--- src/hdl/adcs_pkg.sv ---
// Package of constants for the converter channel sequencer.
// Assumes a 20 MHz system clock and a 32-bit AXI4-Lite register bus.
package adcs_pkg;
   localparam int CLK_MHZ = 20;
   localparam int ADC_MAX_MHZ = 18;
   // Smallest divide that keeps the converter clock at or below its limit.
   localparam int ADC_DIV = (CLK_MHZ + ADC_MAX_MHZ - 1) / ADC_MAX_MHZ;
   localparam int CONV_CLKS = 18;
   localparam int N_CH = 16;
   localparam int BASE_CH = 8;
   localparam int RES_W = 12;

   localparam logic [7:0] OFS_CTRL = 8'h00;
   localparam logic [7:0] OFS_CHEN = 8'h04;
   localparam logic [7:0] OFS_RANGE = 8'h08;
   localparam logic [7:0] OFS_STAT = 8'h0c;
   localparam logic [7:0] OFS_MASK = 8'h10;
   localparam logic [7:0] OFS_SAMP_LO = 8'h14;
   localparam logic [7:0] OFS_SAMP_HI = 8'h18;
   localparam logic [7:0] OFS_RES = 8'h40;

   localparam int CTRL_EN = 0;
   localparam int CTRL_SCAN = 1;
   localparam int CTRL_CONT = 2;
   localparam int CTRL_START = 3;
   localparam int CTRL_REF = 4;
   localparam int CTRL_EXT16 = 6;
   localparam int CTRL_FWCH = 8;
   localparam int CTRL_APER = 12;
   localparam int RANGE_HI = 16;
   localparam int STAT_RANGE = 0;
   localparam int STAT_DONE = 1;
   localparam int STAT_CH = 8;
   localparam int STAT_BUSY = 16;
   localparam int RES_VALID = 31;

   localparam logic [31:0] CTRL_RST = 32'h0000_0002;
   localparam logic [31:0] CHEN_RST = 32'h0000_00ff;
   localparam logic [31:0] RANGE_RST = 32'h0fff_0000;
   localparam logic [31:0] MASK_RST = 32'h0000_0000;
   localparam logic [31:0] SAMP_RST = 32'h0000_0000;

   localparam logic [1:0] RESP_OKAY = 2'h0;
   localparam logic [1:0] RESP_SLVERR = 2'h2;

   typedef enum logic [1:0] {
      REF_SUPPLY,
      REF_HALF_SUPPLY,
      REF_BANDGAP,
      REF_EXT
   } adcs_ref_t;
endpackage

--- src/hdl/adcs_conv.sv ---
// Timing of one sample-and-convert cycle towards the analog core.
// Assumes i_adc_ce is a one-cycle enable at the converter clock rate.
`timescale 1ns/1ps
module adcs_conv
   import adcs_pkg::*;
(
   input wire logic i_clk,
   input wire logic i_rst,
   input wire logic i_adc_ce,
   input wire logic i_abort,
   input wire logic i_go,
   input wire logic [3:0] i_ch,
   input wire logic [4:0] i_samp,
   input wire logic [RES_W-1:0] i_core_data,
   output logic o_take,
   output logic o_done,
   output logic [3:0] o_ch,
   output logic [RES_W-1:0] o_data,
   output logic [3:0] o_mux_sel,
   output logic o_sample,
   output logic o_convert,
   output logic o_busy
);
   typedef enum logic [1:0] {C_IDLE, C_SAMP, C_CONV} adcs_cst_t;
   adcs_cst_t st_q;
   logic [4:0] cnt_q;
   logic last;
   logic launch;
   logic [4:0] ce_cnt_q;

   assign last = (st_q == C_CONV) && i_adc_ce && (cnt_q == 5'h01);
   // Next channel starts in the cycle the last one ends.
   // Launching on the enable keeps each phase whole converter clocks.
   assign launch = i_go && i_adc_ce && ((st_q == C_IDLE) || last);
   assign o_busy = (st_q != C_IDLE);

   always_ff @(posedge i_clk)
   begin
      if (i_rst || i_abort)
      begin
         st_q <= C_IDLE;
         cnt_q <= 5'h00;
         o_sample <= 1'b0;
         o_convert <= 1'b0;
      end
      else if (launch)
      begin
         st_q <= C_SAMP;
         cnt_q <= i_samp;
         o_mux_sel <= i_ch;
         o_sample <= 1'b1;
         o_convert <= 1'b0;
      end
      else if (last)
      begin
         st_q <= C_IDLE;
         o_convert <= 1'b0;
      end
      else if (i_adc_ce && (st_q != C_IDLE))
      begin
         if ((st_q == C_SAMP) && (cnt_q == 5'h01))
         begin
            // Full conversion spans eighteen converter clocks.
            st_q <= C_CONV;
            cnt_q <= 5'(CONV_CLKS);
            o_sample <= 1'b0;
            o_convert <= 1'b1;
         end
         else
         begin
            cnt_q <= cnt_q - 5'h01;
         end
      end
   end

   always_ff @(posedge i_clk)
   begin
      if (i_rst || i_abort)
      begin
         o_take <= 1'b0;
         o_done <= 1'b0;
         o_ch <= 4'h0;
         o_data <= 12'h000;
      end
      else
      begin
         o_take <= launch;
         o_done <= last;
         if (last)
         begin
            o_ch <= o_mux_sel;
            o_data <= i_core_data;
         end
      end
   end

   // Helper count of converter clocks spent converting.
   always_ff @(posedge i_clk)
   begin
      if (i_rst || !o_convert)
         ce_cnt_q <= 5'h00;
      else if (i_adc_ce)
         ce_cnt_q <= ce_cnt_q + 5'h01;
   end
endmodule // adcs_conv

--- src/hdl/adcs_seq.sv ---
// Channel sequencer for a 12-bit successive-approximation converter.
// Assumes an AXI4-Lite master and a core that holds its result valid
// on i_core_data by the last converter clock of each conversion.
//
// The AXI4-Lite interface to the registers and the register offsets were chosen for this implementation.
`timescale 1ns/1ps
module adcs_seq
   import adcs_pkg::*;
(
   input wire logic i_clk,
   input wire logic i_rst,
   input wire logic i_awvalid,
   output logic o_awready,
   input wire logic [7:0] i_awaddr,
   input wire logic i_wvalid,
   output logic o_wready,
   input wire logic [31:0] i_wdata,
   input wire logic [3:0] i_wstrb,
   output logic o_bvalid,
   input wire logic i_bready,
   output logic [1:0] o_bresp,
   input wire logic i_arvalid,
   output logic o_arready,
   input wire logic [7:0] i_araddr,
   output logic o_rvalid,
   input wire logic i_rready,
   output logic [31:0] o_rdata,
   output logic [1:0] o_rresp,
   input wire logic i_low_power,
   input wire logic [RES_W-1:0] i_core_data,
   output logic [3:0] o_mux_sel,
   output logic o_sample,
   output logic o_convert,
   output logic o_adc_ce,
   output logic [1:0] o_ref_sel,
   output logic o_irq
);
   logic [31:0] ctrl_q, chen_q, range_q, mask_q;
   logic [63:0] samp_q;
   logic [RES_W-1:0] res_q [N_CH];
   logic [N_CH-1:0] res_valid_q;
   logic [1:0] stat_q;
   logic [3:0] range_ch_q;
   logic aw_hold_q, w_hold_q, aw_hold_d, w_hold_d;
   logic [7:0] aw_addr_q;
   logic [31:0] w_data_q, wmerged;
   logic [3:0] w_strb_q;
   logic aw_fire, w_fire, wr_do, ar_fire;
   logic [7:0] div_q;
   logic run_q;
   logic [3:0] ptr_q, sel_ch;
   logic [N_CH-1:0] chen_eff;
   logic [4:0] nxt, first;
   logic [4:0] samp_len;
   logic take, done, busy, start, start_q, oor;
   logic [3:0] done_ch;
   logic [RES_W-1:0] done_data, lo_b, hi_b;

   function automatic logic reg_ok(input logic [7:0] a);
      reg_ok = (a[1:0] == 2'h0) && ((a <= OFS_SAMP_HI) ||
         ((a >= OFS_RES) && (a < OFS_RES + 8'(4 * N_CH))));
   endfunction

   function automatic logic [31:0] merge(input logic [31:0] o,
      input logic [31:0] n, input logic [3:0] s);
      int b;
      merge = o;
      for (b = 0; b < 4; b++)
         if (s[b])
            merge[b*8 +: 8] = n[b*8 +: 8];
   endfunction

   // Returns {wrapped, channel} of the next enabled channel after p.
   function automatic logic [4:0] next_en(input logic [3:0] p,
      input logic [N_CH-1:0] m);
      int i;
      logic [3:0] idx;
      logic hit;
      next_en = {1'b1, p};
      hit = 1'b0;
      for (i = 1; i <= N_CH; i++)
      begin
         idx = 4'(p + 4'(i));
         if (m[idx] && !hit)
         begin
            next_en = {(idx <= p), idx};
            hit = 1'b1;
         end
      end
   endfunction

   assign aw_fire = i_awvalid && o_awready;
   assign w_fire = i_wvalid && o_wready;
   assign wr_do = aw_hold_q && w_hold_q && !o_bvalid;
   assign ar_fire = i_arvalid && o_arready;
   assign wmerged = merge(32'h0, w_data_q, w_strb_q);
   assign aw_hold_d = aw_fire || (aw_hold_q && !wr_do);
   assign w_hold_d = w_fire || (w_hold_q && !wr_do);

   always_ff @(posedge i_clk)
   begin
      if (i_rst)
      begin
         aw_hold_q <= 1'b0;
         w_hold_q <= 1'b0;
         o_awready <= 1'b0;
         o_wready <= 1'b0;
         aw_addr_q <= 8'h00;
         w_data_q <= 32'h0;
         w_strb_q <= 4'h0;
      end
      else
      begin
         aw_hold_q <= aw_hold_d;
         w_hold_q <= w_hold_d;
         o_awready <= !aw_hold_d;
         o_wready <= !w_hold_d;
         if (aw_fire)
            aw_addr_q <= i_awaddr;
         if (w_fire)
         begin
            w_data_q <= i_wdata;
            w_strb_q <= i_wstrb;
         end
      end
   end

   always_ff @(posedge i_clk)
   begin
      if (i_rst)
      begin
         o_bvalid <= 1'b0;
         o_bresp <= RESP_OKAY;
      end
      else if (wr_do)
      begin
         o_bvalid <= 1'b1;
         o_bresp <= reg_ok(aw_addr_q) ? RESP_OKAY : RESP_SLVERR;
      end
      else if (i_bready)
         o_bvalid <= 1'b0;
   end

   // Configuration registers; start is a pulse and is not stored.
   always_ff @(posedge i_clk)
   begin
      if (i_rst)
      begin
         ctrl_q <= CTRL_RST;
         chen_q <= CHEN_RST;
         range_q <= RANGE_RST;
         mask_q <= MASK_RST;
         samp_q <= {SAMP_RST, SAMP_RST};
      end
      else if (wr_do)
      begin
         unique case (aw_addr_q)
            OFS_CTRL: ctrl_q <= merge(ctrl_q, w_data_q, w_strb_q) &
               ~(32'h1 << CTRL_START);
            OFS_CHEN: chen_q <= merge(chen_q, w_data_q, w_strb_q);
            OFS_RANGE: range_q <= merge(range_q, w_data_q, w_strb_q);
            OFS_MASK: mask_q <= merge(mask_q, w_data_q, w_strb_q);
            OFS_SAMP_LO: samp_q[31:0] <= merge(samp_q[31:0], w_data_q,
               w_strb_q);
            OFS_SAMP_HI: samp_q[63:32] <= merge(samp_q[63:32], w_data_q,
               w_strb_q);
            default: ;
         endcase
      end
   end

   assign start = wr_do && (aw_addr_q == OFS_CTRL) && wmerged[CTRL_START];

   // Start acts a cycle late so that it sees the control word it came with.
   always_ff @(posedge i_clk)
   begin
      if (i_rst)
         start_q <= 1'b0;
      else
         start_q <= start;
   end

   always_ff @(posedge i_clk)
   begin
      if (i_rst)
      begin
         o_rvalid <= 1'b0;
         o_arready <= 1'b0;
         o_rdata <= 32'h0;
         o_rresp <= RESP_OKAY;
      end
      else
      begin
         o_arready <= !(ar_fire || (o_rvalid && !i_rready));
         if (ar_fire)
         begin
            o_rvalid <= 1'b1;
            o_rresp <= reg_ok(i_araddr) ? RESP_OKAY : RESP_SLVERR;
            o_rdata <= 32'h0;
            if (i_araddr >= OFS_RES && reg_ok(i_araddr))
               o_rdata <= {res_valid_q[i_araddr[5:2]], 19'h0,
                  res_q[i_araddr[5:2]]};
            else
               unique case (i_araddr)
                  OFS_CTRL: o_rdata <= ctrl_q;
                  OFS_CHEN: o_rdata <= chen_q;
                  OFS_RANGE: o_rdata <= range_q;
                  OFS_STAT: o_rdata <= {15'h0, busy, 4'h0, range_ch_q,
                     6'h0, stat_q};
                  OFS_MASK: o_rdata <= mask_q;
                  OFS_SAMP_LO: o_rdata <= samp_q[31:0];
                  OFS_SAMP_HI: o_rdata <= samp_q[63:32];
                  default: ;
               endcase
         end
         else if (i_rready)
            o_rvalid <= 1'b0;
      end
   end

   // Converter clock enable kept at or below 18 MHz.
   always_ff @(posedge i_clk)
   begin
      if (i_rst)
      begin
         div_q <= 8'h00;
         o_adc_ce <= 1'b0;
      end
      else
      begin
         o_adc_ce <= (div_q == 8'(ADC_DIV - 1));
         div_q <= (div_q == 8'(ADC_DIV - 1)) ? 8'h00 : div_q + 8'h01;
      end
   end

   // Upper eight inputs scanned only when extended.
   assign chen_eff = chen_q[N_CH-1:0] &
      (ctrl_q[CTRL_EXT16] ? 16'hffff : 16'h00ff);
   assign nxt = next_en(ptr_q, chen_eff);
   assign first = next_en(4'hf, chen_eff);
   // Channel source picked by the scan mode bit.
   assign sel_ch = ctrl_q[CTRL_SCAN] ? ptr_q : ctrl_q[CTRL_FWCH +: 4];
   // Aperture plus the channel's own sample time plus one converter clock.
   assign samp_len = 5'(ctrl_q[CTRL_APER +: 4]) +
      5'(samp_q[sel_ch*4 +: 4]) + 5'h01;

   always_ff @(posedge i_clk)
   begin
      if (i_rst)
      begin
         run_q <= 1'b0;
         ptr_q <= 4'h0;
      end
      else if (i_low_power || !ctrl_q[CTRL_EN])
         run_q <= 1'b0;
      else if (start_q && !run_q)
      begin
         if (!ctrl_q[CTRL_SCAN])
            run_q <= 1'b1;
         else if (|chen_eff)
         begin
            run_q <= 1'b1;
            ptr_q <= first[3:0];
         end
      end
      else if (take && run_q)
      begin
         // Scan advances to the next enabled channel; firmware keeps its channel.
         if (ctrl_q[CTRL_SCAN])
         begin
            ptr_q <= nxt[3:0];
            if (nxt[4] && !ctrl_q[CTRL_CONT])
               run_q <= 1'b0;
         end
         else if (!ctrl_q[CTRL_CONT])
            run_q <= 1'b0;
      end
   end

   adcs_conv u_conv (
      .i_clk(i_clk),
      .i_rst(i_rst),
      .i_adc_ce(o_adc_ce),
      .i_abort(i_low_power),
      .i_go(run_q),
      .i_ch(sel_ch),
      .i_samp(samp_len),
      .i_core_data(i_core_data),
      .o_take(take),
      .o_done(done),
      .o_ch(done_ch),
      .o_data(done_data),
      .o_mux_sel(o_mux_sel),
      .o_sample(o_sample),
      .o_convert(o_convert),
      .o_busy(busy)
   );

   assign lo_b = range_q[RES_W-1:0];
   assign hi_b = range_q[RANGE_HI +: RES_W];
   assign oor = (done_data < lo_b) || (done_data > hi_b);

   // Latest result per channel; a read clears valid, a new one wins.
   always_ff @(posedge i_clk)
   begin
      if (i_rst)
         res_valid_q <= '0;
      else
      begin
         if (ar_fire && reg_ok(i_araddr) && i_araddr >= OFS_RES)
            res_valid_q[i_araddr[5:2]] <= 1'b0;
         if (done)
            res_valid_q[done_ch] <= 1'b1;
      end
   end

   always_ff @(posedge i_clk)
   begin
      if (done)
         res_q[done_ch] <= done_data;
   end

   // Sticky flags, read clears, new event wins.
   always_ff @(posedge i_clk)
   begin
      if (i_rst)
      begin
         stat_q <= 2'h0;
         range_ch_q <= 4'h0;
      end
      else
      begin
         if (ar_fire && i_araddr == OFS_STAT)
            stat_q <= 2'h0;
         if (done && oor)
         begin
            stat_q[STAT_RANGE] <= 1'b1;
            range_ch_q <= done_ch;
         end
         if (done && !run_q)
            stat_q[STAT_DONE] <= 1'b1;
      end
   end

   always_ff @(posedge i_clk)
   begin
      if (i_rst)
      begin
         o_irq <= 1'b0;
         o_ref_sel <= REF_SUPPLY;
      end
      else
      begin
         o_irq <= |(stat_q & mask_q[1:0]);
         // Reference choice driven to the core.
         o_ref_sel <= ctrl_q[CTRL_REF +: 2];
      end
   end
endmodule // adcs_seq

--- config.mk ---
export PLATFORM = sky130hd
export DESIGN_NAME = adcs_seq
export DESIGN_NICKNAME = d
export VERILOG_FILES = /design/src/hdl/adcs_pkg.sv /design/src/hdl/adcs_conv.sv /design/src/hdl/adcs_seq.sv
export SDC_FILE = /design/constraint.sdc
export NUM_CORES = 1
export LEC_CHECK = 0
export BUFFER_PORTS_ARGS = -buffer_cell sky130_fd_sc_hd__buf_2
export CAP_MARGIN = 10
export CELL_PAD_IN_SITES_DETAIL_PLACEMENT = 1
export CELL_PAD_IN_SITES_GLOBAL_PLACEMENT = 1
export CORE_MARGIN = 5
export CORE_UTILIZATION = 45
export CTS_BUF_LIST = sky130_fd_sc_hd__clkbuf_16
export DETAILED_ROUTE_END_ITERATION = 10
export PLACE_DENSITY_LB_ADDON = 0.25
export SLEW_MARGIN = 10
export SYNTH_ARGS = -nofsm -noshare
export SYNTH_HDL_FRONTEND = slang
export SYNTH_HIERARCHICAL = 1
export SYNTH_SLANG_ARGS = --single-unit
--- constraint.sdc ---
create_clock -name i_clk -period 4.4 [get_ports i_clk]
set_input_delay 0.44 -clock i_clk [delete_from_list [all_inputs] [get_ports i_clk]]
set_output_delay 0.44 -clock i_clk [all_outputs]
set_load 0.05 [all_outputs]
==> flow_summary.yaml, run 1 <==
finish:
  finalNetCount: 2599
  fin_area_sq_um: 28480
  final_cell_mix: "342 x sky130_fd_sc_hd__dfxtp_1, 295 x sky130_fd_sc_hd__nand2_1, 259 x sky130_fd_sc_hd__nor2_1"
  layout_commonest_cell: "sky130_fd_sc_hd__dfxtp_1"
  stdcell_count: 3268
  finish.utilization: 0.5149
  drive_gt1_frac: 0.1603
  num_antenna_cells: 0
  area_growth_pct: 13.02
synthesis:
  ys_seq_area_frac: 0.5053
  async_reset_ff_frac: 0
  synth_top_cells_by_area: "sky130_fd_sc_hd__dfxtp_1 27%, sky130_fd_sc_hd__edfxtp_1 23%, sky130_fd_sc_hd__mux2i_1 8.9%"
  synth-warning-count: 6
  netlist_instances: 2382
  synthDistinctLibCells: 100
  synth_top_flop_cell: "sky130_fd_sc_hd__dfxtp_1"
  postSynthAreaPerCell_sq_um: 10.58
  synth.top_cell.area_share: 0.2717
  synth_enable_flop_cells: 196
  synth-seq-cells: 538
  largest_area_contributor_in_the_synthesized_netlist: "sky130_fd_sc_hd__dfxtp_1"
  cell_area_synth_sq_um: 25200
sta:
  whs_ps: 35.91
  final_min_period_over_clock_period: 0.9670
  fin_ws_ps: 145.2
  finalSetupViolations: 0
  max_freq_mhz: 235.0
  finalSetupTns_ps: 0
  worst_pin_slew_ps: 1242
  timing.max_slew.rel_slack: 0.1654
  fin_skew_ps: 64.74
  final_count_of_hold_timing_violations: 0
  period_needed_ps: 4255
  final_max_slew_viol_count: 0
min_path:
  worst_hold_path.endpoint: "w_data_q[21]$_SDFFE_PP0P_"
  worst_hold_startpoint: "i_wdata[21]"
  hold_path_class: "primary input to flip-flop"
  holdPathStages: 3
placed_design:
  portbufs: 120
  gp_congestion: 0.8983
  place_area_sq_um: 26610
  post-place-ws_ps: -112.0
  placed_cells_incl_taps: 3166
  hpwlAfterDp_microns: 60650
critical_path:
  setup.worst_path.end_class: "flip-flop"
  critical_path.reg2reg.endpoint: "ptr_q[2]$_SDFFE_PP0P_"
  data_arrival_at_the_endpoint_of_the_critical_path_ps: 4730
  worst_r2r_path_depth: 11
  worstReg2RegStart: "ptr_q[1]$_SDFFE_PP0P_"
  timing_worst_setup_path_type: "flip-flop to flip-flop"
  crit_path_max_fanout: 6
  crit_required_ps: 4880
  startpoint_type: "flip-flop"
  worst-r2r-setup-slack_ps: 150
status:
  run_status: "complete, no violations"
grt:
  grt_first_pass_wirelength_microns: 128500
  grt_pass1_vias: 20570
  antenna_found_initial: 0
  grt_remaining_overflow: 0
  groute.usage.overall: 0.2732
  grt_start_max_net_pins: 137
drt:
  drtPass1Iterations: 6
  ant_nets: 0
  drtIter0Drc: 1816
  viasPerCell: 6.104
  post-route-drc-count: 0
  dr_total_vias: 19950
  drt-wirelength-per-cell_microns: 25.76
  detail_route.wirelength_microns: 84200
job:
  drv.max_cap_violation_count: 0
clocking:
  cts-root-buf: "sky130_fd_sc_hd__clkbuf_16"
  clkLatencyLatePin_ps: 650
  cts_max_level: 2
  number_of_buffers_on_the_longest_clock_path: 3
  cts_tree: "yes"
  cts.clk_slew.worst_paths_ps: 60
  post-cts-setup-buffer-count: 0
  cts-buffers-inserted: 59
  cts_sinks: 538
floorplanning:
  die-area_sq_um: 60830
  die_h_microns: 246.6
  initial_utilization: 0.4556
  std_cell_rows: 86
  core_sq_um: 55310
  floorplan.io_pins: 123
  chipWidth_microns: 246.6
power:
  totalPowerFinal_mw: 10.21
  power_density_nw_per_um2: 358.4
  power_leakage_nw: 11.66
  ir_drop_uv: 338.2
## Yosys cell counts, types with 22 or more instances
library cell / number
sky130_fd_sc_hd__a21oi_1: 164
sky130_fd_sc_hd__a221oi_1: 22
sky130_fd_sc_hd__a22oi_1: 86
sky130_fd_sc_hd__a31oi_1: 37
sky130_fd_sc_hd__and3_1: 26
sky130_fd_sc_hd__clkbuf_1: 116
sky130_fd_sc_hd__dfxtp_1: 342
sky130_fd_sc_hd__edfxtp_1: 196
sky130_fd_sc_hd__ha_1: 47
sky130_fd_sc_hd__inv_1: 69
sky130_fd_sc_hd__mux2i_1: 223
sky130_fd_sc_hd__mux4_2: 74
sky130_fd_sc_hd__nand2_1: 295
sky130_fd_sc_hd__nand3_1: 39
sky130_fd_sc_hd__nor2_1: 265
sky130_fd_sc_hd__o21ai_0: 50
## how the worst max path moves through the flow
stage,startpoint,endpoint,slack (ps),cells past startpoint
floorplan,ptr_q[2]$_SDFFE_PP0P_,ptr_q[2]$_SDFFE_PP0P_,130,14
global placement,ptr_q[1]$_SDFFE_PP0P_,ptr_q[0]$_SDFFE_PP0P_,40,12
detailed placement,ptr_q[1]$_SDFFE_PP0P_,ptr_q[2]$_SDFFE_PP0P_,-110,10
CTS,ptr_q[1]$_SDFFE_PP0P_,ptr_q[2]$_SDFFE_PP0P_,10,14
global route,ptr_q[1]$_SDFFE_PP0P_,ptr_q[2]$_SDFFE_PP0P_,-20,12
finish,ptr_q[1]$_SDFFE_PP0P_,ptr_q[2]$_SDFFE_PP0P_,150,11
## cell families (layout without fill, tap and decap cells)
group / after synthesis / in the layout / share of synthesized area
xor+xnor: 22 / 22 / 0.007647
compound gates: 496 / 496 / 0.1313
flops: 538 / 538 / 0.5053
simple gates: 743 / 743 / 0.1322
mux: 310 / 310 / 0.1622
other cells: 1 / 2 / 0.0001488
buf+inv: 224 / 361 / 0.03719
fa+ha+maj: 48 / 48 / 0.02413
## cell type report
class	instances	area, sq um
Inverter	71	270.3
Clock buffer	59	1476
Sequential cell	538	12730
Timing Repair Buffer	188	1126
Multi-Input combinational cell	1621	11600
Fill cell	6030	26830
Clock inverter	43	335.3
Tap cell	748	935.9
## registers in the layout (all words and copies together) (netlist names), 5 cells and up
register and count:
u_conv/cnt_q 5, ctrl_q 31, u_conv/o_data 12, o_rdata 32, aw_addr_q 8, mask_q 32
w_data_q 32, samp_q 64, chen_q 32, div_q 8, res_q 192, res_valid_q 16
range_q 32
## worst max-delay path, cell delays in order, from the launching register on
cell,delay [ps]
sky130_fd_sc_hd__dfxtp_1,420
sky130_fd_sc_hd__clkinvlp_4,220
sky130_fd_sc_hd__ha_1,390
sky130_fd_sc_hd__mux4_2,510
sky130_fd_sc_hd__a2bb2oi_1,170
sky130_fd_sc_hd__a21oi_2,310
sky130_fd_sc_hd__o221ai_1,220
sky130_fd_sc_hd__or4b_1,640
sky130_fd_sc_hd__nor4b_4,500
sky130_fd_sc_hd__a21o_1,240
sky130_fd_sc_hd__a2111oi_2,70
sky130_fd_sc_hd__o41a_1,430
## layer usage
metal	share of wire	track usage	routed length [microns]
met4	0.028	0.07713	2384
met1	0.45	0.3886	38040
met2	0.46	0.4394	39040
met5	0	0	0
met3	0.056	0.03775	4729
## power by group
group / switching, mW / total, mW / internal [mW] / leakage (nW)
sequential: 0.0577 / 5.21 / 5.15 / 4.76
combinational: 0.231 / 0.350 / 0.119 / 5.97
clock: 2.04 / 4.65 / 2.61 / 0.938
total: 2.33 / 10.2 / 7.88 / 11.7
## timing repair
action,in CTS,in global routing
cloned,0,0
hold buffers,0,0
endpoints found under the setup margin,3,5
hold endpoints to repair,0,0
resized for setup,2,11
Note: power is estimated with default switching activity, not from simulation.
==> inputs of run 2 (changes only) <==
--- a/config.mk
+++ b/config.mk
@@ -14,6 +14,7 @@
 export CTS_BUF_LIST = sky130_fd_sc_hd__clkbuf_16
 export DETAILED_ROUTE_END_ITERATION = 10
 export PLACE_DENSITY_LB_ADDON = 0.25
+export RECOVER_POWER = 50
 export SLEW_MARGIN = 10
 export SYNTH_ARGS = -nofsm -noshare
 export SYNTH_HDL_FRONTEND = slang
==> constraint.sdc (replaced) <==
create_clock -name i_clk -period 4.4 [get_ports i_clk]
set_input_delay 0.66 -clock i_clk [delete_from_list [all_inputs] [get_ports i_clk]]
set_output_delay 0.66 -clock i_clk [all_outputs]
set_load 0.05 [all_outputs]
==> run 2 against run 1 <==
Effect of this change:
- the run now ends with max-capacitance violations, max-slew violations left
- non-clock buffer count rose by 5
- register-to-register slack improved by 80 ps
- hold slack improved by 230 ps
- critical path depth grew 4
- clock-buffer cell count fell by 1
- clock power about the same
- core utilization about the same
- largest cell class unchanged
- clock skew is 9.1 ps higher
==> flow_summary.yaml, run 2 (synthesized netlist as in run 1, its figures left out) <==
floorplanning:
  initial_utilization: 0.4556
  floorplan.io_pins: 123
  core_sq_um: 55310
  chipWidth_microns: 246.6
  std_cell_rows: 86
  die-area_sq_um: 60830
  die_h_microns: 246.6
critical_path:
  data_arrival_at_the_endpoint_of_the_critical_path_ps: 4710
  worst_r2r_path_depth: 15
  timing_worst_setup_path_type: "flip-flop to flip-flop"
  crit_required_ps: 4930
  worst-r2r-setup-slack_ps: 220
  critical_path.reg2reg.endpoint: "u_conv/cnt_q[2]$_SDFFE_PP0P_"
  worstReg2RegStart: "ptr_q[1]$_SDFFE_PP0P_"
  critical_path.cell_chain: "buf_4 -> mux2i_2 -> inv_1 -> clkbuf_1 -> nand2_1 -> and3_1 -> a31oi_1 -> a211oi_1 -> a21o_1 -> ha_1 -> fa_1 -> xnor2_1 -> a211o_2 -> o211ai_1 -> a221oi_2"
  critical-path-max-stage-delay_ps: 570
  crit_end: "u_conv/cnt_q[2]$_SDFFE_PP0P_"
  critPathBufInv: 3
  setup.worst_path.end_class: "flip-flop"
  path_depth: 15
  startpoint_type: "flip-flop"
  cp_top_family: "buffers and inverters"
  crit_path_max_fanout: 19
  startpoint: "ptr_q[1]$_SDFFE_PP0P_"
  worst_path_cell_with_the_longest_stage_delay: "sky130_fd_sc_hd__clkbuf_1"
placed_design:
  portbufs: 120
  gp_congestion: 0.9287
  hpwlAfterDp_microns: 60510
grt:
  grt_pass1_vias: 20590
  antenna_found_initial: 3
  grt_first_pass_wirelength_microns: 128900
  grt_start_max_net_pins: 142
  groute.usage.overall: 0.2753
  grt_remaining_overflow: 0
sta:
  final_max_slew_viol_count: 73
  final_count_of_hold_timing_violations: 0
  fin_skew_ps: 73.80
  period_needed_ps: 4180
  worst_pin_slew_ps: 2141
  timing.max_slew.rel_slack: -0.4272
  max_freq_mhz: 239.2
  finalSetupViolations: 0
  finalSetupTns_ps: 0
  rsz_0062_raised_after_global_routing: "false"
  final_min_period_over_clock_period: 0.9500
clocking:
  cts_max_level: 2
  cts-root-buf: "sky130_fd_sc_hd__clkbuf_16"
  clkLatencyLatePin_ps: 650
  cts.clk_slew.worst_paths_ps: 60
  cts_sinks: 538
  number_of_buffers_on_the_longest_clock_path: 3
  cts-buffers-inserted: 58
  cts_tree: "yes"
  cts_hold_buf: 0
status:
  run_status: "finished with violations"
  failed_checks: "max-capacitance violations, max-slew violations"
finish:
  regMostFlops: "res_q"
  area_growth_pct: 12.95
  fillCellCount: 6084
  largest_register_ffs: 192
  finalNetCount: 2603
  finish.utilization: 0.5146
  final_cell_mix: "342 x sky130_fd_sc_hd__dfxtp_1, 295 x sky130_fd_sc_hd__nand2_1, 259 x sky130_fd_sc_hd__nor2_1"
  layout_commonest_cell: "sky130_fd_sc_hd__dfxtp_1"
  top_regs: "res_q: 192 flops, samp_q: 64 flops"
  drive_gt1_frac: 0.1472
  num_antenna_cells: 0
drt:
  detail_route.wirelength_microns: 85260
  dr_total_vias: 19850
  drt-wirelength-per-cell_microns: 26.03
  drtIter0Drc: 1728
  viasPerCell: 6.060
  drtPass1Iterations: 5
  post-route-drc-count: 0
  ant_nets: 0
power:
  power_leakage_nw: 11.59
  power_density_nw_per_um2: 357.9
  ir_drop_uv: 446.8
min_path:
  hold_path_class: "primary input to flip-flop"
job:
  drv.max_cap_violation_count: 2
## run 2: cell types whose count changed in the layout (fill, tap and decap cells not counted), sizes merged
cell      before  now
buf          187  166
clkbuf        60   85
clkinv        21   28
clkinvlp       3    0
## run 2: layout make-up
cell class                 instances  area [sq um]  area share
clock inverter                    47         349.1     0.01226
clock buffer                      58          1451     0.05099
timing repair buffer             193          1144     0.04018
sequential                       538         12730      0.4473
tap                              748         935.9     0.03288
multi-input combinational       1621         11580      0.4070
inverter                          71         266.5    0.009363
## run 2: routing by layer
| metal | global-route usage | part of all wire |
|---|---|---|
| met1 | 0.3850 | 0.44 |
| met2 | 0.4482 | 0.47 |
| met3 | 0.04328 | 0.063 |
| met4 | 0.07466 | 0.026 |
| met5 | 0 | 0.00023 |
## run 2: worst min-delay path by stage
| stage | from | endpoint | slack (ps) | depth (start not counted) |
|---|---|---|---|---|
| 2_1_floorplan | w_strb_q[0]$_SDFFE_PP0P_ | w_strb_q[0]$_SDFFE_PP0P_ | 430 | 2 |
| 3_3_place_gp | w_strb_q[2]$_SDFFE_PP0P_ | w_strb_q[2]$_SDFFE_PP0P_ | 440 | 2 |
| 3_5_place_dp | w_strb_q[2]$_SDFFE_PP0P_ | w_strb_q[2]$_SDFFE_PP0P_ | 460 | 2 |
| 4_1_cts | i_wdata[21] | w_data_q[21]$_SDFFE_PP0P_ | 230 | 3 |
| 5_1_grt | i_wdata[22] | w_data_q[22]$_SDFFE_PP0P_ | 260 | 3 |
| 6_report | i_core_data[5] | u_conv/o_data[5]$_SDFFE_PP0P_ | 270 | 3 |
## run 2: worst register-to-register path, delay by kind of cell (launching register included)
family	cells	cell delay (ps)
DFF	1	360
AOI/OAI and AO/OA	6	970
and+or+nand+nor	2	340
buffers and inverters	3	1280
adders and majority gates	2	610
xor gates and xnor gates	1	440
muxes	1	120
## run 2: what timing repair did
item | 4_1_cts | 5_1_grt
gates resized for setup | 1 | 8
endpoints found under the setup margin | 4 | 5
pin swaps | 0 | 1
buffers inserted | 0 | 2
## run 2: through the flow
| stage | cells | setup slack [ps] | power, mW | area [sq um] | hold WS, ps |
|---|---|---|---|---|---|
| CTS | 3274 | 62.31 | 10.27 | 28470 | 234.7 |
| floorplan | 2383 | 133.3 | 5.515 | 25200 | 431.7 |
| detailed placement | 3169 | -17.68 | 5.665 | 26670 | 455.8 |
| finish | 3276 | 220.2 | 10.19 | 28460 | 269.4 |
| global placement | 3169 | 4.332 | 5.655 | 26670 | 443.2 |
| global route | 3276 | 19.38 | 10.53 | 28460 | 262.7 |
## run 2: power breakdown
group | switching, mW | internal, mW | leakage [nW]
clock network | 2.06 | 2.57 | 0.937
logic | 0.231 | 0.120 | 5.90
registers | 0.0599 | 5.15 | 4.76
